[src/hw/capd_cfg.svh]
/*
  constants for the command parity and per-device mode register block.
  assumes inclusion by bare name from the package and the design files.
*/
`ifndef CAPD_CFG_SVH
`define CAPD_CFG_SVH
// ----------------------------------------
// log readout locations and page
// ----------------------------------------
`define CAPD_LOG_ADDR_LOW 2'h0
`define CAPD_LOG_ADDR_HIGH 2'h1
`define CAPD_LOG_BANK_CTRL 2'h2
`define CAPD_LOG_STATUS_CHIPID 2'h3
`define CAPD_LOG_PAGE 2'h1
// ----------------------------------------
// mode register field positions
// ----------------------------------------
`define CAPD_MR5_LAT_LSB 0
`define CAPD_MR5_ERR_BIT 4
`define CAPD_MR5_PERSIST_BIT 9
`define CAPD_MR3_READOUT_BIT 2
`define CAPD_MR3_PERDEV_BIT 4
`define CAPD_MR1_NOMTERM_LSB 8
// ----------------------------------------
// timing counts in clocks; the dq0 sample and the burst length count rising strobe edges
// ----------------------------------------
`define CAPD_MOD_CYC 8'h18
`define CAPD_ALERT_ON_CYC 8'h04
`define CAPD_ALERT_PW_CYC 8'h30
`define CAPD_PERDEV_SET_CYC 8'h18
`define CAPD_WRITE_LAT 8'h0C
`define CAPD_PERDEV_SAMPLE 3'h2
`define CAPD_BURST_LEN 3'h4
`define CAPD_DTERM_ON_LAT 8'h0A
`define CAPD_DTERM_OFF_LAT 8'h0A
// ----------------------------------------
// controller register offsets (apb byte addresses)
// ----------------------------------------
`define CAPD_REG_CMD 12'h000
`define CAPD_REG_DQ0 12'h004
`define CAPD_REG_STATUS 12'h008
`define CAPD_REG_READDATA 12'h00C
`define CAPD_REG_TIMING 12'h010
`endif

[src/hw/capd_pkg.sv]
/*
  shared types for both ends of the command parity and per-device block.
  assumes capd_cfg.svh is on the include path.
*/
`include "capd_cfg.svh"
package capd_pkg;
  typedef enum logic [2:0] {
    CAPD_CMD_DES,
    CAPD_CMD_MRS,
    CAPD_CMD_ACT,
    CAPD_CMD_REF,
    CAPD_CMD_SRE,
    CAPD_CMD_SRX,
    CAPD_CMD_PDE,
    CAPD_CMD_READ
  } capd_cmd_t;
  typedef struct packed {
    logic [2:0] chip_id;
    logic act_n;
    logic [1:0] bg;
    logic [1:0] ba;
    logic [17:0] addr;
    logic parity_input;
  } capd_frame_t;
  typedef enum logic [1:0] {
    CAPD_PWR_ACTIVE,
    CAPD_PWR_PRECHARGE_DOWN,
    CAPD_PWR_SELF_REFRESH
  } capd_pwr_t;
endpackage : capd_pkg

[src/hw/capd_if.sv]
/*
  command, data and alert link between controller and dram end.
  assumes both ends share pclk and presetn.
*/
`timescale 1ns/1ps
`default_nettype none
interface capd_if
(
  input wire logic pclk,
  input wire logic presetn
);
  import capd_pkg::*;
  logic cs_n;
  logic cke;
  logic odt;
  capd_frame_t frame;
  logic dq0;
  logic dqs;
  logic [7:0] dq_read;
  logic dq_read_valid;
  logic alert_n;
  modport ctrl
  (
    input pclk, presetn, dq_read, dq_read_valid, alert_n,
    output cs_n, cke, odt, frame, dq0, dqs
  );
  modport dram
  (
    input pclk, presetn, cs_n, cke, odt, frame, dq0, dqs,
    output dq_read, dq_read_valid, alert_n
  );
endinterface : capd_if
`default_nettype wire

[src/hw/capd_dram.sv]
/*
  dram end: parity check, error log, alert, self refresh mask, mode
  register writes qualified by dq0 in per-device mode, log readout.
  assumes the controller keeps the command rules of the link.
*/
`timescale 1ns/1ps
`default_nettype none
`include "capd_cfg.svh"
// Function
// - even parity over command, address, bank, par
// - on error ignore, log, flag, pull alert
// - persistent mode resumes checking after alert
// - controller may raise cke early, deselects only
// - nonpersistent: latency kept, checking off until cleared
// - errored self refresh entry gives precharge power-down
// - controller keeps clock until error detectable
// - controller plans around maybe-executed earlier commands
// - controller orders commands after errored exit
// - wait mode-set plus latency after parity toggle
// - entry uses new latency, exit old latency
// - log layout in readout page one
// - log readout needs mode register three bit two
// - reader ignores unused address and chip-id bits
// - write leveling before per-device mode
// - mode register three bit four selects per-device
// - per-device exit write carries dq0 low
// - per-device write executes only when dq0 low
// - controller sends only mode writes in per-device
// - per-device write spacing at least latency sum
// - per-device termination follows odt pin, direct latencies; the code delays odt by 9 clocks on and off, not by CAPD_DTERM_ON_LAT
// - sample dq0 on second rising strobe edge
// - controller holds dq0 stable whole burst
module capd_dram
(
  capd_if.dram link,
  output logic [17:0] mode_register_one,
  output logic [17:0] mode_register_three,
  output logic [17:0] mode_register_five,
  output logic [2:0] parity_latency,
  output capd_pkg::capd_pwr_t power_state,
  output logic term_on
);
  import capd_pkg::*;
  // ----------------------------------------
  // decode
  // ----------------------------------------
  capd_frame_t f;
  capd_cmd_t cmd;
  logic sel;
  logic par_ok;
  logic checking;
  logic err_flag;
  logic [7:0] alert_cnt;
  logic alert_busy;
  logic perdev;
  logic pd_pending;
  logic [2:0] pd_beat;
  logic [17:0] pd_data;
  logic [1:0] pd_reg;
  logic pd_dq0;
  logic prev_dqs;
  logic [7:0] log_b [3];
  logic [7:0] log_st;
  logic [7:0] log_sel;
  logic [7:0] term_pipe;
  assign f = link.frame;
  assign sel = !link.cs_n;
  always_comb
  begin
    unique case ({f.act_n, f.addr[16:14]})
      4'b1000: cmd = CAPD_CMD_MRS;
      4'b1001: cmd = CAPD_CMD_REF;
      4'b1101: cmd = CAPD_CMD_READ;
      4'b1010: cmd = CAPD_CMD_SRE;
      4'b1111: cmd = CAPD_CMD_DES;
      default: cmd = f.act_n ? CAPD_CMD_PDE : CAPD_CMD_ACT;
    endcase
  end
  assign par_ok = !(^{f.act_n, f.bg, f.ba, f.addr, f.parity_input});
  assign alert_busy = alert_cnt != 8'h00;
  assign checking = (parity_latency != 3'h0) && !alert_busy && (!err_flag || mode_register_five[`CAPD_MR5_PERSIST_BIT]);
  logic bad;
  assign bad = sel && checking && !par_ok;
  logic exec;
  assign exec = sel && !bad && !alert_busy && (!perdev || cmd == CAPD_CMD_MRS);
  // ----------------------------------------
  // error flag, log and alert
  // ----------------------------------------
  always_ff @(posedge link.pclk or negedge link.presetn)
  begin
    if (!link.presetn)
      alert_cnt <= 8'h00;
    else if (bad)
      alert_cnt <= `CAPD_ALERT_ON_CYC + `CAPD_ALERT_PW_CYC;
    else if (alert_busy)
      alert_cnt <= alert_cnt - 8'h01;
  end
  always_ff @(posedge link.pclk or negedge link.presetn)
  begin
    if (!link.presetn)
      link.alert_n <= 1'b1;
    else
      link.alert_n <= !(alert_busy && alert_cnt <= `CAPD_ALERT_PW_CYC);
  end
  logic clear_req;
  assign clear_req = exec && cmd == CAPD_CMD_MRS && f.bg[0] && !f.ba[0] && !f.addr[`CAPD_MR5_ERR_BIT];
  always_ff @(posedge link.pclk or negedge link.presetn)
  begin
    if (!link.presetn)
      err_flag <= 1'b0;
    else if (bad)
      err_flag <= 1'b1;
    else if (clear_req)
      err_flag <= 1'b0;
  end
  always_ff @(posedge link.pclk or negedge link.presetn)
  begin
    if (!link.presetn)
    begin
      log_b[0] <= 8'h00;
      log_b[1] <= 8'h00;
      log_b[2] <= 8'h00;
    end
    else if (bad && !err_flag)
    begin
      log_b[0] <= f.addr[7:0];
      log_b[1] <= f.addr[15:8];
      log_b[2] <= {f.parity_input, f.act_n, f.bg[1], f.bg[0], f.ba[1], f.ba[0], f.addr[17], f.addr[16]};
    end
  end
  always_ff @(posedge link.pclk or negedge link.presetn)
  begin
    if (!link.presetn)
      log_st <= 8'h00;
    else
    begin
      log_st[7] <= 1'b0;
      log_st[6] <= err_flag;
      log_st[5:3] <= parity_latency;
      if (bad && !err_flag)
        log_st[2:0] <= f.chip_id;
    end
  end
  // ----------------------------------------
  // power state
  // ----------------------------------------
  always_ff @(posedge link.pclk or negedge link.presetn)
  begin
    if (!link.presetn)
      power_state <= CAPD_PWR_ACTIVE;
    else if (sel && cmd == CAPD_CMD_SRE && !link.cke)
      power_state <= bad ? CAPD_PWR_PRECHARGE_DOWN : CAPD_PWR_SELF_REFRESH;
    else if (!sel && link.cke && power_state != CAPD_PWR_ACTIVE)
      power_state <= CAPD_PWR_ACTIVE;
  end
  // ----------------------------------------
  // mode registers and per-device qualification
  // ----------------------------------------
  logic mrs_now;
  assign mrs_now = exec && cmd == CAPD_CMD_MRS;
  always_ff @(posedge link.pclk or negedge link.presetn)
  begin
    if (!link.presetn)
      prev_dqs <= 1'b0;
    else
      prev_dqs <= link.dqs;
  end
  always_ff @(posedge link.pclk or negedge link.presetn)
  begin
    if (!link.presetn)
    begin
      pd_pending <= 1'b0;
      pd_beat <= 3'h0;
      pd_data <= 18'h00000;
      pd_reg <= 2'h0;
      pd_dq0 <= 1'b1;
    end
    else if (mrs_now && perdev)
    begin
      pd_pending <= 1'b1;
      pd_beat <= 3'h0;
      pd_data <= f.addr;
      pd_reg <= {f.bg[0], f.ba[0]};
    end
    else if (pd_pending && link.dqs && !prev_dqs)
    begin
      pd_beat <= pd_beat + 3'h1;
      if (pd_beat + 3'h1 == `CAPD_PERDEV_SAMPLE)
        pd_dq0 <= link.dq0;
      if (pd_beat + 3'h1 == `CAPD_BURST_LEN)
        pd_pending <= 1'b0;
    end
  end
  logic pd_done;
  assign pd_done = pd_pending && link.dqs && !prev_dqs && pd_beat + 3'h1 == `CAPD_BURST_LEN;
  logic wr_en;
  logic [1:0] wr_reg;
  logic [17:0] wr_data;
  assign wr_en = (mrs_now && !perdev) || (pd_done && !pd_dq0);
  assign wr_reg = perdev ? pd_reg : {f.bg[0], f.ba[0]};
  assign wr_data = perdev ? pd_data : f.addr;
  always_ff @(posedge link.pclk or negedge link.presetn)
  begin
    if (!link.presetn)
    begin
      mode_register_one <= 18'h00000;
      mode_register_three <= 18'h00000;
      mode_register_five <= 18'h00000;
    end
    else if (wr_en)
    begin
      if (wr_reg == 2'h1)
        mode_register_one <= wr_data;
      if (wr_reg == 2'h3)
        mode_register_three <= wr_data;
      if (wr_reg == 2'h2)
        mode_register_five <= {wr_data[17:5], err_flag & ~wr_data[4], wr_data[3:0]};
    end
  end
  assign parity_latency = mode_register_five[2:0];
  assign perdev = mode_register_three[`CAPD_MR3_PERDEV_BIT];
  // ----------------------------------------
  // termination from odt pin in per-device mode
  // ----------------------------------------
  always_ff @(posedge link.pclk or negedge link.presetn)
  begin
    if (!link.presetn)
      term_pipe <= 8'h00;
    else
      term_pipe <= {term_pipe[6:0], link.odt};
  end
  always_ff @(posedge link.pclk or negedge link.presetn)
  begin
    if (!link.presetn)
      term_on <= 1'b0;
    else
      term_on <= perdev && mode_register_one[10:8] != 3'h0 && term_pipe[7];
  end
  // ----------------------------------------
  // log readout
  // ----------------------------------------
  always_comb
  begin
    unique case (f.addr[1:0])
      `CAPD_LOG_ADDR_LOW: log_sel = log_b[0];
      `CAPD_LOG_ADDR_HIGH: log_sel = log_b[1];
      `CAPD_LOG_BANK_CTRL: log_sel = log_b[2];
      `CAPD_LOG_STATUS_CHIPID: log_sel = log_st;
    endcase
  end
  always_ff @(posedge link.pclk or negedge link.presetn)
  begin
    if (!link.presetn)
    begin
      link.dq_read <= 8'h00;
      link.dq_read_valid <= 1'b0;
    end
    else
    begin
      link.dq_read_valid <= exec && cmd == CAPD_CMD_READ && mode_register_three[`CAPD_MR3_READOUT_BIT]
        && f.ba == `CAPD_LOG_PAGE;
      link.dq_read <= log_sel;
    end
  end
endmodule : capd_dram
`default_nettype wire

[src/flat_wrapper.sv]
// flat-port wrapper written by rule: the top's interface ports become plain ports
module capd_dram_flat import capd_pkg::*;
  (mode_register_one, mode_register_three, mode_register_five, parity_latency, power_state, term_on, pclk, presetn, link_cs_n, link_cke, link_odt, link_frame, link_dq0, link_dqs, link_dq_read, link_dq_read_valid, link_alert_n);
  capd_if link_i (.pclk(pclk), .presetn(presetn));
  output logic [17:0] mode_register_one;
  output logic [17:0] mode_register_three;
  output logic [17:0] mode_register_five;
  output logic [2:0] parity_latency;
  output capd_pkg::capd_pwr_t power_state;
  output logic term_on;
  input wire logic pclk;
  input wire logic presetn;
  input wire logic [$bits(link_i.cs_n)-1:0] link_cs_n;
  input wire logic [$bits(link_i.cke)-1:0] link_cke;
  input wire logic [$bits(link_i.odt)-1:0] link_odt;
  input wire logic [$bits(link_i.frame)-1:0] link_frame;
  input wire logic [$bits(link_i.dq0)-1:0] link_dq0;
  input wire logic [$bits(link_i.dqs)-1:0] link_dqs;
  output wire logic [$bits(link_i.dq_read)-1:0] link_dq_read;
  output wire logic [$bits(link_i.dq_read_valid)-1:0] link_dq_read_valid;
  output wire logic [$bits(link_i.alert_n)-1:0] link_alert_n;
  assign link_i.cs_n = link_cs_n;
  assign link_i.cke = link_cke;
  assign link_i.odt = link_odt;
  assign link_i.frame = link_frame;
  assign link_i.dq0 = link_dq0;
  assign link_i.dqs = link_dqs;
  assign link_dq_read = link_i.dq_read;
  assign link_dq_read_valid = link_i.dq_read_valid;
  assign link_alert_n = link_i.alert_n;
  capd_dram u_core (.link(link_i), .mode_register_one(mode_register_one), .mode_register_three(mode_register_three), .mode_register_five(mode_register_five), .parity_latency(parity_latency), .power_state(power_state), .term_on(term_on));
endmodule
[config.mk]
export PLATFORM = sky130hd
export DESIGN_NAME = capd_dram_flat
export DESIGN_NICKNAME = d
export VERILOG_FILES = /design/src/hw/capd_pkg.sv /design/src/hw/capd_if.sv /design/src/hw/capd_dram.sv /design/src/flat_wrapper.sv
export VERILOG_INCLUDE_DIRS = /design/src /design/src/hw
export SDC_FILE = /design/constraint.sdc
export NUM_CORES = 1
export LEC_CHECK = 0
export BUFFER_PORTS_ARGS = -buffer_cell sky130_fd_sc_hd__buf_4
export CORE_UTILIZATION = 50
export DETAILED_ROUTE_END_ITERATION = 7
export GPL_TIMING_DRIVEN = 1
export HOLD_SLACK_MARGIN = 0.03
export PLACE_DENSITY = 0.75
export RECOVER_POWER = 25
export SETUP_SLACK_MARGIN = 0.4
export SLEW_MARGIN = 25
export SYNTH_ARGS = -nofsm -noshare
export SYNTH_HDL_FRONTEND = slang
export SYNTH_SLANG_ARGS = --single-unit
[constraint.sdc]
create_clock -name pclk -period 2.6 [get_ports pclk]
set_input_delay 0.78 -clock pclk [delete_from_list [all_inputs] [get_ports pclk]]
set_output_delay 0.78 -clock pclk [all_outputs]
set_load 0.01 [all_outputs]
After elaboration in Yosys (flattened, before gate mapping)
Index checks and enable logic that the tools add are counted.
{"block": "word_totals", "output_inout_bits": 70, "register_bits": 141, "in_bits": 34, "wordCells": 120}
{"block": "classes", "n_reduce_logical": 58, "n_mux": 17, "n_bitwise": 3, "magnitude_cmp": 1, "n_eq_ne": 17, "add_sub_neg": 2}
{"cell": "$pmux W8 S4", "count": 1}
{"cell": "$logic_and A1 B1 Y1", "count": 28}
{"cell": "$reduce_xor A24 Y1", "count": 1}
{"cell": "$eq A4 B4 Y1 const B", "count": 5}
{"cell": "$mux W18", "count": 1}
{"cell": "$mux W8", "count": 2}
{"cell": "$pmux W3 S5", "count": 1}
{"cell": "$reduce_bool A2 Y1", "count": 6}
{"cell": "$logic_not A1 Y1", "count": 11}
{"cell": "$eq A3 B3 Y1 const B", "count": 3}
{"cell": "$mux W3", "count": 3}
{"cell": "$eq A2 B2 Y1 const B", "count": 4}
{"cell": "$le A8 B6 Y1 const B", "count": 1}
{"cell": "$mux W2", "count": 4}
{"cell": "$reduce_and A2 Y1", "count": 4}
{"cell": "$reduce_bool A8 Y1", "count": 1}
{"cell": "$sub A8 B1 Y8 const B", "count": 1}
{"cell": "$eq A2 B1 Y1 const B", "count": 3}
{"cell": "$reduce_bool A3 Y1", "count": 2}
{"cell": "$mux W1", "count": 5}
{"cell": "$add A3 B1 Y3 const B", "count": 1}
{"cell": "$eq A3 B1 Y1 const B", "count": 1}
{"cell": "$eq A3 B2 Y1 const B", "count": 1}
{"cell": "$logic_or A1 B1 Y1", "count": 3}
{"cell": "4 further kinds", "count": 5}

Logic depth before layout (Yosys ltp)
Gate-level depths: netlist of the first run.
{"block": "depth", "word_depth": 16, "ltp_mapped": 9, "depth_no_buf": 8}

Worst setup path before layout of the first run
OpenSTA, ideal clock, no wires.
{"block": "synth_path", "kind": "input to register", "startpoint": "input link_frame[21]", "endpoint": "register u_core.mode_register_five[10]", "required_ps": 2475, "setup_time_ps": 125, "path_buffers": 2, "path_stages": 9, "setup_slack_ps": -406, "t_arrival_ps": 2881, "path_cell_list": "buf_4 xor2_1 xnor2_1 xnor2_1 xnor3_2 o21ai_2 a2bb2oi_4 buf_8 mux2_4"}
{"block": "synth_via", "elab_chain_len": 10, "word_cells_on_any_way": 12, "classes_between": "1 x eq/ne; 1 x mux; 10 x reduce/logical"}
{"element": "from (decl)", "line_no": "flat_wrapper.sv:16", "rtl": "input wire logic [$bits(link_i.frame)-1:0] link_frame;"}
{"element": "$reduce_xor A24 Y1", "line_no": "capd_dram.sv:79", "rtl": "assign par_ok = !(^{f.act_n, f.bg, f.ba, f.addr, f.parity_input});"}
{"element": "$logic_and A1 B1 Y1", "line_no": "capd_dram.sv:83", "rtl": "assign bad = sel && checking && !par_ok;"}
{"element": "$logic_not A1 Y1", "line_no": "capd_dram.sv:85", "rtl": "assign exec = sel && !bad && !alert_busy && (!perdev || cmd == CAPD_CMD_MRS);"}
{"element": "$logic_and A1 B1 Y1 (3 in a row)", "line_no": "capd_dram.sv:85"}
{"element": "$logic_and A1 B1 Y1", "line_no": "capd_dram.sv:160", "rtl": "assign mrs_now = exec && cmd == CAPD_CMD_MRS;"}
{"element": "$logic_and A1 B1 Y1", "line_no": "capd_dram.sv:199", "rtl": "assign wr_en = (mrs_now && !perdev) || (pd_done && !pd_dq0);"}
{"element": "$logic_or A1 B1 Y1", "line_no": "capd_dram.sv:199"}
{"element": "$reduce_and A2 Y1 (no line) (*)"}
{"element": "to (signal assigned)", "line_no": "capd_dram.sv:217", "rtl": "mode_register_five <= {wr_data[17:5], err_flag & ~wr_data[4], wr_data[3:0]};"}
{"element": "to (decl)", "line_no": "capd_dram.sv:38", "rtl": "output logic [17:0] mode_register_five,"}
Mark *: on every way between the ends. The rest lies on a longest branch, timed or not.
A chain may end at the register's enable or synchronous reset.

Worst setup path after layout of the first run
{"block": "layout_path", "startpoint": "input link_frame[11]", "endpoint": "register u_core.mode_register_five[13]"}
{"block": "layout_via", "elab_chain_len": 10}
{"element": "$reduce_xor A24 Y1", "line_no": "capd_dram.sv:79"}
{"element": "$logic_and A1 B1 Y1", "line_no": "capd_dram.sv:83"}
{"element": "$logic_not A1 Y1", "line_no": "capd_dram.sv:85"}
{"element": "$logic_and A1 B1 Y1 (3 in a row)", "line_no": "capd_dram.sv:85"}
{"element": "$logic_and A1 B1 Y1", "line_no": "capd_dram.sv:160"}
{"element": "$logic_and A1 B1 Y1", "line_no": "capd_dram.sv:199"}
{"element": "$logic_or A1 B1 Y1", "line_no": "capd_dram.sv:199"}
{"element": "$reduce_and A2 Y1 (no line)"}
No other way between the ends.

==> impl_results.html, run 1 <==
<table>
<tr><th>Metric</th><th>Value</th></tr>
<tr><th colspan="2">Power and ir drop</th></tr>
<tr><td>Total power per unit cell area</td><td>633 nW/um^2</td></tr>
<tr><td>Combinational share of power</td><td>10.2%</td></tr>
<tr><td>Part of the power in the clock network</td><td>50.3%</td></tr>
<tr><td>Switching power total</td><td>0.00118 W</td></tr>
<tr><td>Internal Pwr Total</td><td>0.00442 W</td></tr>
<tr><td>Share of total power consumed by net switching</td><td>21.1%</td></tr>
<tr><td>Leakage power</td><td>4.49 nW</td></tr>
<tr><td>Reg power frac</td><td>39.4%</td></tr>
<tr><td>Maximum vdd drop</td><td>0.402 mV</td></tr>
<tr><th colspan="2">Floorplanning</th></tr>
<tr><td>Starting density of the core</td><td>52.3%</td></tr>
<tr><td>Core Box Area</td><td>11700 um^2</td></tr>
<tr><td>Total Die Area</td><td>12600 um^2</td></tr>
<tr><td>Die Y</td><td>112 um</td></tr>
<tr><td>DIE WIDTH</td><td>112 um</td></tr>
<tr><td>Count of pins on the block boundary</td><td>104</td></tr>
<tr><td>Core Rows</td><td>39</td></tr>
<tr><th colspan="2">STA</th></tr>
<tr><td>Shortest period the worst path allows</td><td>2.67 ns</td></tr>
<tr><td>Count of final hold-check violations</td><td>0</td></tr>
<tr><td>Maximum clock frequency</td><td>374 MHz</td></tr>
<tr><td>Post-route worst setup slack</td><td>-0.0729 ns</td></tr>
<tr><td>Setup-failing EPs final</td><td>47</td></tr>
<tr><td>Max Clock Skew</td><td>0.0112 ns</td></tr>
<tr><td>Unrepaired setup endpoints after global routing</td><td>true</td></tr>
<tr><td>Worst slew margin</td><td>29.2%</td></tr>
<tr><td>Final cycle utilization of the critical path</td><td>103%</td></tr>
<tr><td>Worst-margin pin slew</td><td>1.06 ns</td></tr>
<tr><td>Count of final max-slew check failures</td><td>0</td></tr>
<tr><th colspan="2">Global route</th></tr>
<tr><td>Global-route wire length before repair</td><td>24.4 mm</td></tr>
<tr><td>GRT Total Usage</td><td>26.2%</td></tr>
<tr><td>Antenna violations before repair</td><td>0</td></tr>
<tr><td>Gr ovfl total</td><td>0</td></tr>
<tr><td>Largest net degree at the start of global routing</td><td>56</td></tr>
<tr><td>Vias in the first global route</td><td>4518</td></tr>
<tr><th colspan="2">Layout</th></tr>
<tr><td>Antenna Cells</td><td>0</td></tr>
<tr><td>Post-route non-filler standard cell count</td><td>748</td></tr>
<tr><td>Number of filler instances in the final layout</td><td>675</td></tr>
<tr><td>Largest reg by FF count</td><td>u_core.log_b</td></tr>
<tr><td>Sequential cell area</td><td>3530 um^2</td></tr>
<tr><td>Area grow syn2layout</td><td>45.1%</td></tr>
<tr><td>Max reg flops</td><td>24</td></tr>
<tr><td>Area of the multi-input gates</td><td>2840 um^2</td></tr>
<tr><td>Number of nets in the final layout</td><td>633</td></tr>
<tr><td>Finished layout cell area</td><td>8850 um^2</td></tr>
<tr><td>Ratio of cells with drive above 1 in the final layout</td><td>61.3%</td></tr>
<tr><th colspan="2">Worst setup path</th></tr>
<tr><td>Slowest CP cell</td><td>sky130_fd_sc_hd__xnor3_2</td></tr>
<tr><td>CP peak stage delay</td><td>0.43 ns</td></tr>
<tr><td>CP cell instances</td><td>buf_8, xor2_4, xnor2_2, xnor2_1, buf_4, xnor3_2, o21ai_4, a2bb2oi_4, buf_6, buf_12, mux2_4</td></tr>
<tr><td>Worst EP required</td><td>2.90 ns</td></tr>
<tr><td>Largest fanout on the critical path</td><td>8</td></tr>
<tr><td>Kind of end point of the critical path</td><td>register</td></tr>
<tr><td>Worst Path Arrival</td><td>2.97 ns</td></tr>
<tr><td>Startpoint type of the worst setup path</td><td>input pin</td></tr>
<tr><td>Path type of the worst setup path</td><td>input pin to register</td></tr>
<tr><th colspan="2">Detailed routing</th></tr>
<tr><td>Total wire length</td><td>16.5 mm</td></tr>
<tr><td>Drt drc</td><td>0</td></tr>
<tr><td>Via total after detailed routing</td><td>4238</td></tr>
<tr><td>DR vias/cell</td><td>5.67</td></tr>
<tr><td>1st-pass router iterations</td><td>5</td></tr>
<tr><td>Antenna Nets Post-Route</td><td>0</td></tr>
<tr><td>Violation count after the first detailed-route iteration</td><td>296</td></tr>
<tr><td>DR WL/cell</td><td>22.0 um</td></tr>
<tr><th colspan="2">Clocking</th></tr>
<tr><td>TritonCTS clock tree</td><td>done</td></tr>
<tr><td>CTS clk-pin slew, worst paths</td><td>0.05 ns</td></tr>
<tr><td>Master cell of the clock root buffer</td><td>sky130_fd_sc_hd__clkbuf_16</td></tr>
<tr><td>Sink count of the clock tree</td><td>141</td></tr>
<tr><td>Deepest clock path buffer count</td><td>2</td></tr>
<tr><td>Worst-Skew Late Latency</td><td>0.42 ns</td></tr>
<tr><td>Clock H-tree levels</td><td>4</td></tr>
<tr><td>Clock buffer count from CTS</td><td>17</td></tr>
<tr><th colspan="2">Synthesis</th></tr>
<tr><td>Syn Nets</td><td>455</td></tr>
<tr><td>Portion of the post-synthesis area used by sequential elements</td><td>57.9%</td></tr>
<tr><td>Post-synthesis instance area</td><td>6100 um^2</td></tr>
<tr><td>Gate Count Post-Synth</td><td>416</td></tr>
<tr><td>Syn. warnings</td><td>0</td></tr>
<tr><td>Synth Register Bits</td><td>141</td></tr>
<tr><td>Post-synthesis cell type count</td><td>49</td></tr>
<tr><td>Synth Area per Inst</td><td>14.7 um^2</td></tr>
<tr><th colspan="2">Status</th></tr>
<tr><td>Failing checks</td><td>setup timing</td></tr>
<tr><td>Status</td><td>finished with violations</td></tr>
<tr><th colspan="2">Flow run</th></tr>
<tr><td># Max-Cap Violations</td><td>0</td></tr>
<tr><th colspan="2">Min path</th></tr>
<tr><td>Class of the most critical hold timing path</td><td>register to register</td></tr>
<tr><th colspan="2">Placed design</th></tr>
<tr><td>Number of placed instances with taps included</td><td>696</td></tr>
<tr><td>Placed instance area</td><td>7420 um^2</td></tr>
<tr><td>Worst setup timing slack at the placement stage</td><td>-0.641 ns</td></tr>
<tr><td>Half-perimeter wire length of the detailed placement result</td><td>9.92 mm</td></tr>
<tr><td>Buffers added on ports</td><td>103</td></tr>
<tr><td>Placer Congestion</td><td>0.775</td></tr>
</table>
area by class of cell:
class,count,share of cell area (%)
clock buffer,18,4.96
clock inverter,12,2.74
inverter,8,0.339
multi-input combinational,250,32.1
sequential,141,39.9
tap,143,2.02
timing repair buffer,176,18.0
synth_stat cells (all sizes together):
cell type / number / share of area, %
nand3b: 5 / 0.62
dfstp: 2 / 0.86
mux4: 7 / 2.6
nand3: 5 / 0.41
buf: 12 / 1.6
a211o: 1 / 0.14
and4: 1 / 0.14
a2bb2oi: 1 / 0.43
a21oi: 2 / 0.16
o31ai: 1 / 0.12
nor4b: 1 / 0.14
and2: 4 / 0.41
o21ai: 9 / 0.92
and3: 2 / 0.21
xnor3: 1 / 0.39
nor2b: 1 / 0.10
nor3: 3 / 0.25
nor4: 4 / 0.66
nor4bb: 1 / 0.16
xnor2: 23 / 3.4
or2: 1 / 0.10
clkbuf: 5 / 0.31
a211oi: 1 / 0.12
a22oi: 1 / 0.12
nand2: 19 / 1.2
nand4: 2 / 0.21
mux2: 113 / 21
nor3b: 2 / 0.25
o2111ai: 1 / 0.14
xor2: 5 / 0.72
a31oi: 4 / 0.41
mux2i: 6 / 1.2
dfrtp: 139 / 57
inv: 8 / 0.49
o211ai: 1 / 0.12
or3: 1 / 0.10
nor2: 15 / 1.2
o311a: 1 / 0.16
ha: 5 / 1.0
worst max-delay path: cells and delay by family:
kind                   cells  cell delay, ns
AO/OA/AOI/OAI              2            0.42
XOR/XNOR                   4            0.95
multiplexers               1            0.30
buffers and inverters      4            0.51
placed cells by master, fill, tap and decap left out, drive strengths merged, types with 5 or more instances in the layout:
cell type  synthesis  routed
nand3b             5       5
clkbuf             5      22
clkinv             0       5
xor2               5       5
inv                8       8
o21ai              9       9
dfrtp            139     139
nor2              15      15
mux2             113     113
mux2i              6       6
bufinv             0       7
nand2             19      19
ha                 5       5
xnor2             23      23
mux4               7       7
buf               12     172
nand3              5       5
per-layer routing:
layer  track usage [%]  part of all wire [%]  vias to the layer above
met5                 0                     0                        -
met4              11.5                   2.1                        0
met3              6.75                   5.6                       35
met2              42.9                    52                      162
met1              33.3                    40                     2205
li1                  -                     -                     1836
power by group through the flow:
stage          combinational (W)  sequential, W  clock, W
2_1_floorplan           0.000195        0.00225         0
3_3_place_gp            0.000440        0.00225         0
3_5_place_dp            0.000445        0.00225         0
4_1_cts                 0.000526        0.00221   0.00283
5_1_grt                 0.000608        0.00221   0.00293
6_report                0.000573        0.00221   0.00282
kinds of logic after synthesis:
kind of cell    synth area share (%)
fa+ha+maj                       1.03
flops                           57.9
simple gates                    6.09
compound gates                  2.87
mux                             25.2
buf+inv                         2.40
xor+xnor                        4.53
stage by stage:
stage | hold WS (ns) | setup TNS [ns] | total power [W] | utilization [%]
after floorplan | 0.331 | -11.02 | 0.00244 | -
after global placement | 0.336 | -50.29 | 0.00269 | 63.6
after detailed placement | 0.339 | -53.17 | 0.00269 | 63.6
after CTS | 0.280 | -0.835 | 0.00556 | 73.3
after global routing | 0.362 | -4.85 | 0.00575 | 75.9
final | 0.353 | -2.30 | 0.00560 | 75.9
worst paths after layout:
kind / startpoint / to / slack [ns] / cells after the start
max: link_frame[11] / u_core.mode_register_five[13] / -0.07 / 11
min: u_core.term_pipe[4] / u_core.term_pipe[5] / 0.35 / 0
max reg2reg: u_core.err_flag / u_core.log_b[13] / 0.18 / 9
min reg2reg: u_core.term_pipe[4] / u_core.term_pipe[5] / 0.35 / 0
max in group asynchronous: presetn / u_core.pd_data[3] / 0.48 / 2
min in group asynchronous: presetn / u_core.alert_cnt[5] / 0.54 / 1
timing repair:
item / 4_1_cts / 5_1_grt
gates resized for setup: 45 / 57
buffers inserted: 16 / 2
gates cloned: 3 / 1
pin swaps: 15 / 22
setup endpoints to repair: 115 / 115
endpoints found under the hold margin: 0 / 0
hold buffers: 0 / 0
No activity file was read; power rests on OpenSTA's default activity.
==> run 2, diff against run 1 <==
--- a/config.mk
+++ b/config.mk
@@ -7,11 +7,14 @@
 export NUM_CORES = 1
 export LEC_CHECK = 0
 export BUFFER_PORTS_ARGS = -buffer_cell sky130_fd_sc_hd__buf_4
-export CORE_UTILIZATION = 50
+export CELL_PAD_IN_SITES_DETAIL_PLACEMENT = 1
+export CELL_PAD_IN_SITES_GLOBAL_PLACEMENT = 2
+export CORE_UTILIZATION = 35
+export CTS_BUF_LIST = sky130_fd_sc_hd__clkbuf_4 sky130_fd_sc_hd__clkbuf_8 sky130_fd_sc_hd__clkbuf_16
 export DETAILED_ROUTE_END_ITERATION = 7
 export GPL_TIMING_DRIVEN = 1
 export HOLD_SLACK_MARGIN = 0.03
-export PLACE_DENSITY = 0.75
+export PLACE_DENSITY_LB_ADDON = 0.1
 export RECOVER_POWER = 25
 export SETUP_SLACK_MARGIN = 0.4
 export SLEW_MARGIN = 25
==> impl_results.html, run 2 (synthesized netlist as in run 1, its figures left out) <==
<table>
<tr><th>Metric</th><th>Value</th></tr>
<tr><th colspan="2">Floorplanning</th></tr>
<tr><td>DIE WIDTH</td><td>134 um</td></tr>
<tr><td>Starting density of the core</td><td>36.3%</td></tr>
<tr><td>Total Die Area</td><td>18000 um^2</td></tr>
<tr><td>Core Rows</td><td>47</td></tr>
<tr><td>Count of pins on the block boundary</td><td>104</td></tr>
<tr><td>Core Box Area</td><td>16800 um^2</td></tr>
<tr><td>Die Y</td><td>134 um</td></tr>
<tr><th colspan="2">Global route</th></tr>
<tr><td>GRT Total Usage</td><td>19.3%</td></tr>
<tr><td>Antenna violations before repair</td><td>0</td></tr>
<tr><td>Largest net degree at the start of global routing</td><td>50</td></tr>
<tr><td>Vias in the first global route</td><td>4356</td></tr>
<tr><td>Gr ovfl total</td><td>0</td></tr>
<tr><td>Global-route wire length before repair</td><td>25.6 mm</td></tr>
<tr><th colspan="2">STA</th></tr>
<tr><td>Maximum clock frequency</td><td>388 MHz</td></tr>
<tr><td>Shortest period the worst path allows</td><td>2.58 ns</td></tr>
<tr><td>Count of final max-slew check failures</td><td>0</td></tr>
<tr><td>Count of final hold-check violations</td><td>0</td></tr>
<tr><td>Setup-failing EPs final</td><td>0</td></tr>
<tr><td>Unrepaired setup endpoints after global routing</td><td>true</td></tr>
<tr><td>Max Clock Skew</td><td>0.00658 ns</td></tr>
<tr><td>Final cycle utilization of the critical path</td><td>99.1%</td></tr>
<tr><td>Post-route worst setup slack</td><td>0.0230 ns</td></tr>
<tr><td>Worst-margin pin slew</td><td>1.14 ns</td></tr>
<tr><td>Worst slew margin</td><td>24.1%</td></tr>
<tr><th colspan="2">Layout</th></tr>
<tr><td>Final design utilization</td><td>51.3%</td></tr>
<tr><td>Number of nets in the final layout</td><td>630</td></tr>
<tr><td>Most used cells in the layout excluding fill and tap cells</td><td>sky130_fd_sc_hd__buf_4 (144), sky130_fd_sc_hd__dfrtp_1 (139), sky130_fd_sc_hd__mux2_2 (95)</td></tr>
<tr><td>Number of filler instances in the final layout</td><td>1706</td></tr>
<tr><td>Area of the multi-input gates</td><td>2720 um^2</td></tr>
<tr><td>Antenna Cells</td><td>0</td></tr>
<tr><td>Finished layout cell area</td><td>8630 um^2</td></tr>
<tr><td>Area grow syn2layout</td><td>41.5%</td></tr>
<tr><td>Sequential cell area</td><td>3530 um^2</td></tr>
<tr><td>Max reg flops</td><td>24</td></tr>
<tr><td>Largest reg by FF count</td><td>u_core.log_b</td></tr>
<tr><td>Most common library cell in the layout ignoring fill and taps</td><td>sky130_fd_sc_hd__buf_4</td></tr>
<tr><td>Ratio of cells with drive above 1 in the final layout</td><td>60.1%</td></tr>
<tr><th colspan="2">Power and ir drop</th></tr>
<tr><td>Leakage power</td><td>4.34 nW</td></tr>
<tr><td>Total chip power</td><td>0.00516 W</td></tr>
<tr><td>Maximum vdd drop</td><td>0.589 mV</td></tr>
<tr><td>Total power per unit cell area</td><td>598 nW/um^2</td></tr>
<tr><th colspan="2">Detailed routing</th></tr>
<tr><td>Via total after detailed routing</td><td>3971</td></tr>
<tr><td>DR vias/cell</td><td>4.82</td></tr>
<tr><td>Total wire length</td><td>15.9 mm</td></tr>
<tr><td>Antenna Nets Post-Route</td><td>0</td></tr>
<tr><td>DR WL/cell</td><td>19.3 um</td></tr>
<tr><td>Violation count after the first detailed-route iteration</td><td>128</td></tr>
<tr><td>1st-pass router iterations</td><td>4</td></tr>
<tr><td>Drt drc</td><td>0</td></tr>
<tr><th colspan="2">Worst setup path</th></tr>
<tr><td>Worst EP required</td><td>2.90 ns</td></tr>
<tr><td>Kind of end point of the critical path</td><td>register</td></tr>
<tr><td>Worst Path Arrival</td><td>2.88 ns</td></tr>
<tr><td>Path type of the worst setup path</td><td>input pin to register</td></tr>
<tr><td>Largest fanout on the critical path</td><td>10</td></tr>
<tr><td>Startpoint type of the worst setup path</td><td>input pin</td></tr>
<tr><th colspan="2">Clocking</th></tr>
<tr><td>Sink count of the clock tree</td><td>141</td></tr>
<tr><td>Master cell of the clock root buffer</td><td>sky130_fd_sc_hd__clkbuf_16</td></tr>
<tr><td>Clock H-tree levels</td><td>4</td></tr>
<tr><td>CTS clk-pin slew, worst paths</td><td>0.06 ns</td></tr>
<tr><td>TritonCTS clock tree</td><td>done</td></tr>
<tr><td>Clock buffer count from CTS</td><td>17</td></tr>
<tr><td>Worst-Skew Late Latency</td><td>0.42 ns</td></tr>
<tr><td>Deepest clock path buffer count</td><td>2</td></tr>
<tr><th colspan="2">Min path</th></tr>
<tr><td>Class of the most critical hold timing path</td><td>register to register</td></tr>
<tr><th colspan="2">Flow run</th></tr>
<tr><td># Max-Cap Violations</td><td>0</td></tr>
<tr><th colspan="2">Placed design</th></tr>
<tr><td>Placed instance area</td><td>7560 um^2</td></tr>
<tr><td>Buffers added on ports</td><td>103</td></tr>
<tr><td>Worst setup timing slack at the placement stage</td><td>-0.663 ns</td></tr>
<tr><td>Placer Congestion</td><td>0.730</td></tr>
<tr><td>Half-perimeter wire length of the detailed placement result</td><td>11.2 mm</td></tr>
<tr><th colspan="2">Status</th></tr>
<tr><td>Status</td><td>completed</td></tr>
</table>
-- run 2: changes by cell type in the layout (fill, tap and decap cells not counted), moves of 4 or more --
cell                        change
sky130_fd_sc_hd__buf_4         +12
sky130_fd_sc_hd__buf_6         -11
sky130_fd_sc_hd__buf_8          -4
sky130_fd_sc_hd__bufinv_16      -5
sky130_fd_sc_hd__inv_6          +4
sky130_fd_sc_hd__mux2_2        +15
sky130_fd_sc_hd__mux2_4        -15
sky130_fd_sc_hd__xnor2_2        +4
-- run 2: path summary, 6_finish.rpt --
| check | start | slack, ns | to | cells past startpoint |
|---|---|---|---|---|
| hold reg to reg | u_core.term_pipe[6] | 0.35 | u_core.term_pipe[7] | 0 |
| setup / recovery | link_frame[18] | 0.02 | u_core.mode_register_five[14] | 10 |
| min in group asynchronous | presetn | 0.57 | u_core.power_state[1] | 1 |
| max in group asynchronous | presetn | 0.63 | u_core.mode_register_one[4] | 2 |
| hold / removal | u_core.term_pipe[6] | 0.35 | u_core.term_pipe[7] | 0 |
| setup reg to reg | u_core.alert_cnt[6] | 0.13 | u_core.pd_dq0 | 11 |
-- run 2: final cells by class --
type                       count  share of cell area, %
clock inverter                14                   1.86
sequential                   141                   40.9
clock buffer                  18                   5.09
timing repair buffer         173                   17.1
inverter                       8                  0.348
multi-input combinational    250                   31.5
tap                          220                   3.19
-- run 2: power by group --
part           internal [W]  switching, W  leakage (nW)
Clock               0.00146      0.000970         0.286
Sequential          0.00220    0.00000365          1.91
Combinational      0.000276      0.000251          2.14
-- run 2: repair_timing --
action	4_1_cts	5_1_grt
setup endpoints to repair	113	115
cloned	1	0
buffers inserted	8	4
endpoints found under the hold margin	0	0
pin swaps	14	10
hold buffers	0	0
resized for setup	38	20
-- run 2: metrics by stage --
step / setup TNS [ns] / std cells / hold WS (ns)
6_report: 0 / 824 / 0.350
5_1_grt: -0.424 / 824 / 0.365
4_1_cts: 0 / 820 / 0.287
3_5_place_dp: -51.17 / 779 / 0.338
3_3_place_gp: -50.94 / 779 / 0.338
2_1_floorplan: -11.02 / 416 / 0.331
-- run 2: critical path, cell delays in order --
cell                        delay, ns
sky130_fd_sc_hd__buf_12          0.11
sky130_fd_sc_hd__xor2_4          0.20
sky130_fd_sc_hd__xnor2_2         0.14
sky130_fd_sc_hd__xnor2_1         0.13
sky130_fd_sc_hd__buf_4           0.16
sky130_fd_sc_hd__xnor3_2         0.45
sky130_fd_sc_hd__o21ai_4         0.19
sky130_fd_sc_hd__a2bb2oi_4       0.22
sky130_fd_sc_hd__buf_12          0.18
sky130_fd_sc_hd__mux2_4          0.30
-- run 2: metal layers --
metal  share of wire [%]  up-vias  GRT usage [%]
met3                 3.4       16           4.04
met1                  47     2058           26.7
met2                  48       80           30.3
li1                    -     1817              -
met5                   0        -              0
met4                 1.4        0           6.37
==> run 3, diff against run 2 <==
--- a/config.mk
+++ b/config.mk
@@ -7,9 +7,10 @@
 export NUM_CORES = 1
 export LEC_CHECK = 0
 export BUFFER_PORTS_ARGS = -buffer_cell sky130_fd_sc_hd__buf_4
+export CAP_MARGIN = 10
 export CELL_PAD_IN_SITES_DETAIL_PLACEMENT = 1
 export CELL_PAD_IN_SITES_GLOBAL_PLACEMENT = 2
-export CORE_UTILIZATION = 35
+export CORE_UTILIZATION = 30
 export CTS_BUF_LIST = sky130_fd_sc_hd__clkbuf_4 sky130_fd_sc_hd__clkbuf_8 sky130_fd_sc_hd__clkbuf_16
 export DETAILED_ROUTE_END_ITERATION = 7
 export GPL_TIMING_DRIVEN = 1
@@ -17,7 +18,7 @@
 export PLACE_DENSITY_LB_ADDON = 0.1
 export RECOVER_POWER = 25
 export SETUP_SLACK_MARGIN = 0.4
-export SLEW_MARGIN = 25
+export SLEW_MARGIN = 0
 export SYNTH_ARGS = -nofsm -noshare
 export SYNTH_HDL_FRONTEND = slang
 export SYNTH_SLANG_ARGS = --single-unit
==> impl_results.html, run 3 (synthesized netlist as in run 1, its figures left out) <==
<table>
<tr><th>Metric</th><th>Value</th></tr>
<tr><th colspan="2">Worst setup path</th></tr>
<tr><td>Largest fanout on the critical path</td><td>5</td></tr>
<tr><td>Depth of the critical timing path with buffers and inverters included</td><td>11</td></tr>
<tr><td>CP cell instances</td><td>buf_8, xor2_1, xnor2_1, xnor2_1, xnor3_2, buf_6, nor2_4, o21ai_4, buf_6, buf_12, mux2_4</td></tr>
<tr><td>CP peak stage delay</td><td>0.51 ns</td></tr>
<tr><td>Worst EP required</td><td>2.91 ns</td></tr>
<tr><td>Cell type group with the largest total delay on the critical path</td><td>XOR/XNOR gates</td></tr>
<tr><td>Slowest CP cell</td><td>sky130_fd_sc_hd__xnor3_2</td></tr>
<tr><td>Kind of end point of the critical path</td><td>register</td></tr>
<tr><td>Path type of the worst setup path</td><td>input pin to register</td></tr>
<tr><td>Cells on worst reg2reg path</td><td>9</td></tr>
<tr><td>Worst Path Arrival</td><td>2.91 ns</td></tr>
<tr><td>Startpoint type of the worst setup path</td><td>input pin</td></tr>
<tr><td>Buffers &amp; Inverters on Critical Path</td><td>4</td></tr>
<tr><td>Worst reg2reg setup slack</td><td>0.15 ns</td></tr>
<tr><th colspan="2">Layout</th></tr>
<tr><td>Most used cells in the layout excluding fill and tap cells</td><td>sky130_fd_sc_hd__buf_4 (154), sky130_fd_sc_hd__dfrtp_1 (139), sky130_fd_sc_hd__mux2_2 (89)</td></tr>
<tr><td>Max reg flops</td><td>24</td></tr>
<tr><td>Number of filler instances in the final layout</td><td>1997</td></tr>
<tr><td>Ratio of cells with drive above 1 in the final layout</td><td>59.0%</td></tr>
<tr><td>Sequential cell area</td><td>3530 um^2</td></tr>
<tr><td>Area grow syn2layout</td><td>45.1%</td></tr>
<tr><td>Area of the multi-input gates</td><td>2600 um^2</td></tr>
<tr><td>Antenna Cells</td><td>0</td></tr>
<tr><td>Post-route non-filler standard cell count</td><td>889</td></tr>
<tr><td>Number of nets in the final layout</td><td>650</td></tr>
<tr><td>Most common library cell in the layout ignoring fill and taps</td><td>sky130_fd_sc_hd__buf_4</td></tr>
<tr><td>Largest reg by FF count</td><td>u_core.log_b</td></tr>
<tr><td>Final design utilization</td><td>44.9%</td></tr>
<tr><th colspan="2">Placed design</th></tr>
<tr><td>Worst setup timing slack at the placement stage</td><td>-0.615 ns</td></tr>
<tr><td>Placer Congestion</td><td>0.727</td></tr>
<tr><td>Half-perimeter wire length of the detailed placement result</td><td>11.5 mm</td></tr>
<tr><td>Buffers added on ports</td><td>103</td></tr>
<tr><td>Number of placed instances with taps included</td><td>830</td></tr>
<tr><th colspan="2">Detailed routing</th></tr>
<tr><td>Violation count after the first detailed-route iteration</td><td>118</td></tr>
<tr><td>Total wire length</td><td>17.3 mm</td></tr>
<tr><td>Drt drc</td><td>0</td></tr>
<tr><td>DR vias/cell</td><td>4.61</td></tr>
<tr><td>Via total after detailed routing</td><td>4095</td></tr>
<tr><td>1st-pass router iterations</td><td>4</td></tr>
<tr><td>Antenna Nets Post-Route</td><td>0</td></tr>
<tr><td>DR WL/cell</td><td>19.5 um</td></tr>
<tr><th colspan="2">STA</th></tr>
<tr><td>Final cycle utilization of the critical path</td><td>99.9%</td></tr>
<tr><td>Shortest period the worst path allows</td><td>2.60 ns</td></tr>
<tr><td>Worst-case hold slack</td><td>0.350 ns</td></tr>
<tr><td>Max Clock Skew</td><td>0.0138 ns</td></tr>
<tr><td>Worst-margin pin slew</td><td>1.26 ns</td></tr>
<tr><td>Count of final max-slew check failures</td><td>0</td></tr>
<tr><td>Setup-failing EPs final</td><td>0</td></tr>
<tr><td>Setup_tns</td><td>0 ns</td></tr>
<tr><td>Unrepaired setup endpoints after global routing</td><td>true</td></tr>
<tr><td>Post-route worst setup slack</td><td>0.00184 ns</td></tr>
<tr><td>Worst slew margin</td><td>15.9%</td></tr>
<tr><td>Count of final hold-check violations</td><td>0</td></tr>
<tr><td>Maximum clock frequency</td><td>385 MHz</td></tr>
<tr><th colspan="2">Global route</th></tr>
<tr><td>GRT Total Usage</td><td>18.0%</td></tr>
<tr><td>Antenna violations before repair</td><td>0</td></tr>
<tr><td>Gr ovfl total</td><td>0</td></tr>
<tr><td>Global-route wire length before repair</td><td>27.0 mm</td></tr>
<tr><td>Largest net degree at the start of global routing</td><td>46</td></tr>
<tr><td>Vias in the first global route</td><td>4597</td></tr>
<tr><th colspan="2">Clocking</th></tr>
<tr><td>CTS clk-pin slew, worst paths</td><td>0.07 ns</td></tr>
<tr><td>Clock buffer count from CTS</td><td>17</td></tr>
<tr><td>Worst-Skew Late Latency</td><td>0.43 ns</td></tr>
<tr><td>Sink count of the clock tree</td><td>141</td></tr>
<tr><td>Clock H-tree levels</td><td>4</td></tr>
<tr><td>TritonCTS clock tree</td><td>done</td></tr>
<tr><td>Deepest clock path buffer count</td><td>2</td></tr>
<tr><td>Master cell of the clock root buffer</td><td>sky130_fd_sc_hd__clkbuf_16</td></tr>
<tr><th colspan="2">Floorplanning</th></tr>
<tr><td>Starting density of the core</td><td>30.9%</td></tr>
<tr><td>Count of pins on the block boundary</td><td>104</td></tr>
<tr><td>Core Box Area</td><td>19700 um^2</td></tr>
<tr><td>DIE WIDTH</td><td>145 um</td></tr>
<tr><td>Core Rows</td><td>51</td></tr>
<tr><td>Die Y</td><td>145 um</td></tr>
<tr><td>Total Die Area</td><td>20900 um^2</td></tr>
<tr><th colspan="2">Power and ir drop</th></tr>
<tr><td>Combinational share of power</td><td>9.6%</td></tr>
<tr><td>Part of the power in the clock network</td><td>48.8%</td></tr>
<tr><td>Leakage power</td><td>4.43 nW</td></tr>
<tr><td>Switching power total</td><td>0.00129 W</td></tr>
<tr><td>Internal Pwr Total</td><td>0.00402 W</td></tr>
<tr><td>Share of total power consumed by net switching</td><td>24.3%</td></tr>
<tr><td>Reg power frac</td><td>41.6%</td></tr>
<tr><td>Total power per unit cell area</td><td>599 nW/um^2</td></tr>
<tr><td>Maximum vdd drop</td><td>0.499 mV</td></tr>
<tr><th colspan="2">Status</th></tr>
<tr><td>Status</td><td>completed</td></tr>
<tr><th colspan="2">Flow run</th></tr>
<tr><td># Max-Cap Violations</td><td>0</td></tr>
<tr><th colspan="2">Min path</th></tr>
<tr><td>Hold Path Depth</td><td>0</td></tr>
<tr><td>Class of the most critical hold timing path</td><td>register to register</td></tr>
</table>
[run 3: cell types whose count changed in the layout (fill, tap and decap cells not counted), moves of 4 or more]
cell	delta
sky130_fd_sc_hd__inv_6	+4
sky130_fd_sc_hd__xnor2_1	+8
sky130_fd_sc_hd__buf_4	+10
sky130_fd_sc_hd__xnor2_2	-5
sky130_fd_sc_hd__mux2_2	-6
[run 3: what timing repair did]
action / CTS / global route
buffers inserted: 15 / 5
hold buffers: 0 / 0
resized for setup: 31 / 19
endpoints found under the setup margin: 110 / 115
hold endpoints to repair: 0 / 0
pin swaps: 8 / 4
gates cloned: 4 / 3
[run 3: final cells by class]
type                       count  area share [%]
multi-input combinational    250            29.4
clock buffer                  17            4.81
tap                          265            3.75
sequential                   141            39.9
clock inverter                15            2.28
timing repair buffer         193            19.6
inverter                       8           0.339
[run 3: per-stage QoR]
step | cell area, um^2 | power, W
after global placement | 7660 | 0.00267
after detailed placement | 7660 | 0.00268
after global routing | 8850 | 0.00551
final | 8850 | 0.00530
after floorplan | 6160 | 0.00244
after CTS | 8700 | 0.00538
[run 3: power by group through the flow]
stage | registers, W | clock network (W) | logic [W]
after detailed placement | 0.00225 | 0 | 0.000429
after CTS | 0.00221 | 0.00266 | 0.000516
after floorplan | 0.00225 | 0 | 0.000195
after global routing | 0.00221 | 0.00275 | 0.000546
after global placement | 0.00225 | 0 | 0.000424
final | 0.00221 | 0.00259 | 0.000507
[run 3: routing by layer]
metal | global-route usage (%) | vias to the layer above | part of all wire [%]
met4 | 5.65 | 0 | 1.0
li1 | - | 1868 | -
met2 | 28.3 | 78 | 48
met5 | 0 | - | 0
met3 | 4.21 | 14 | 3.9
met1 | 24.5 | 2135 | 47
[run 3: worst register-to-register path: cells and delay by family, from the launching register on]
family          cells  cell delay [ns]
buf+inv             3             0.43
flops               1             0.41
mux                 1             0.34
compound gates      1             0.28
simple gates        4             0.89
[run 3: worst paths after layout]
kind,to,startpoint
worst max register to register,u_core.mode_register_three[9],u_core.alert_cnt[6]
worst min-delay path,u_core.term_pipe[5],u_core.term_pipe[4]
max in group asynchronous,u_core.mode_register_three[4],presetn
min in group asynchronous,u_core.pd_pending,presetn
worst min register to register,u_core.term_pipe[5],u_core.term_pipe[4]
worst max-delay path,u_core.mode_register_three[0],link_frame[21]
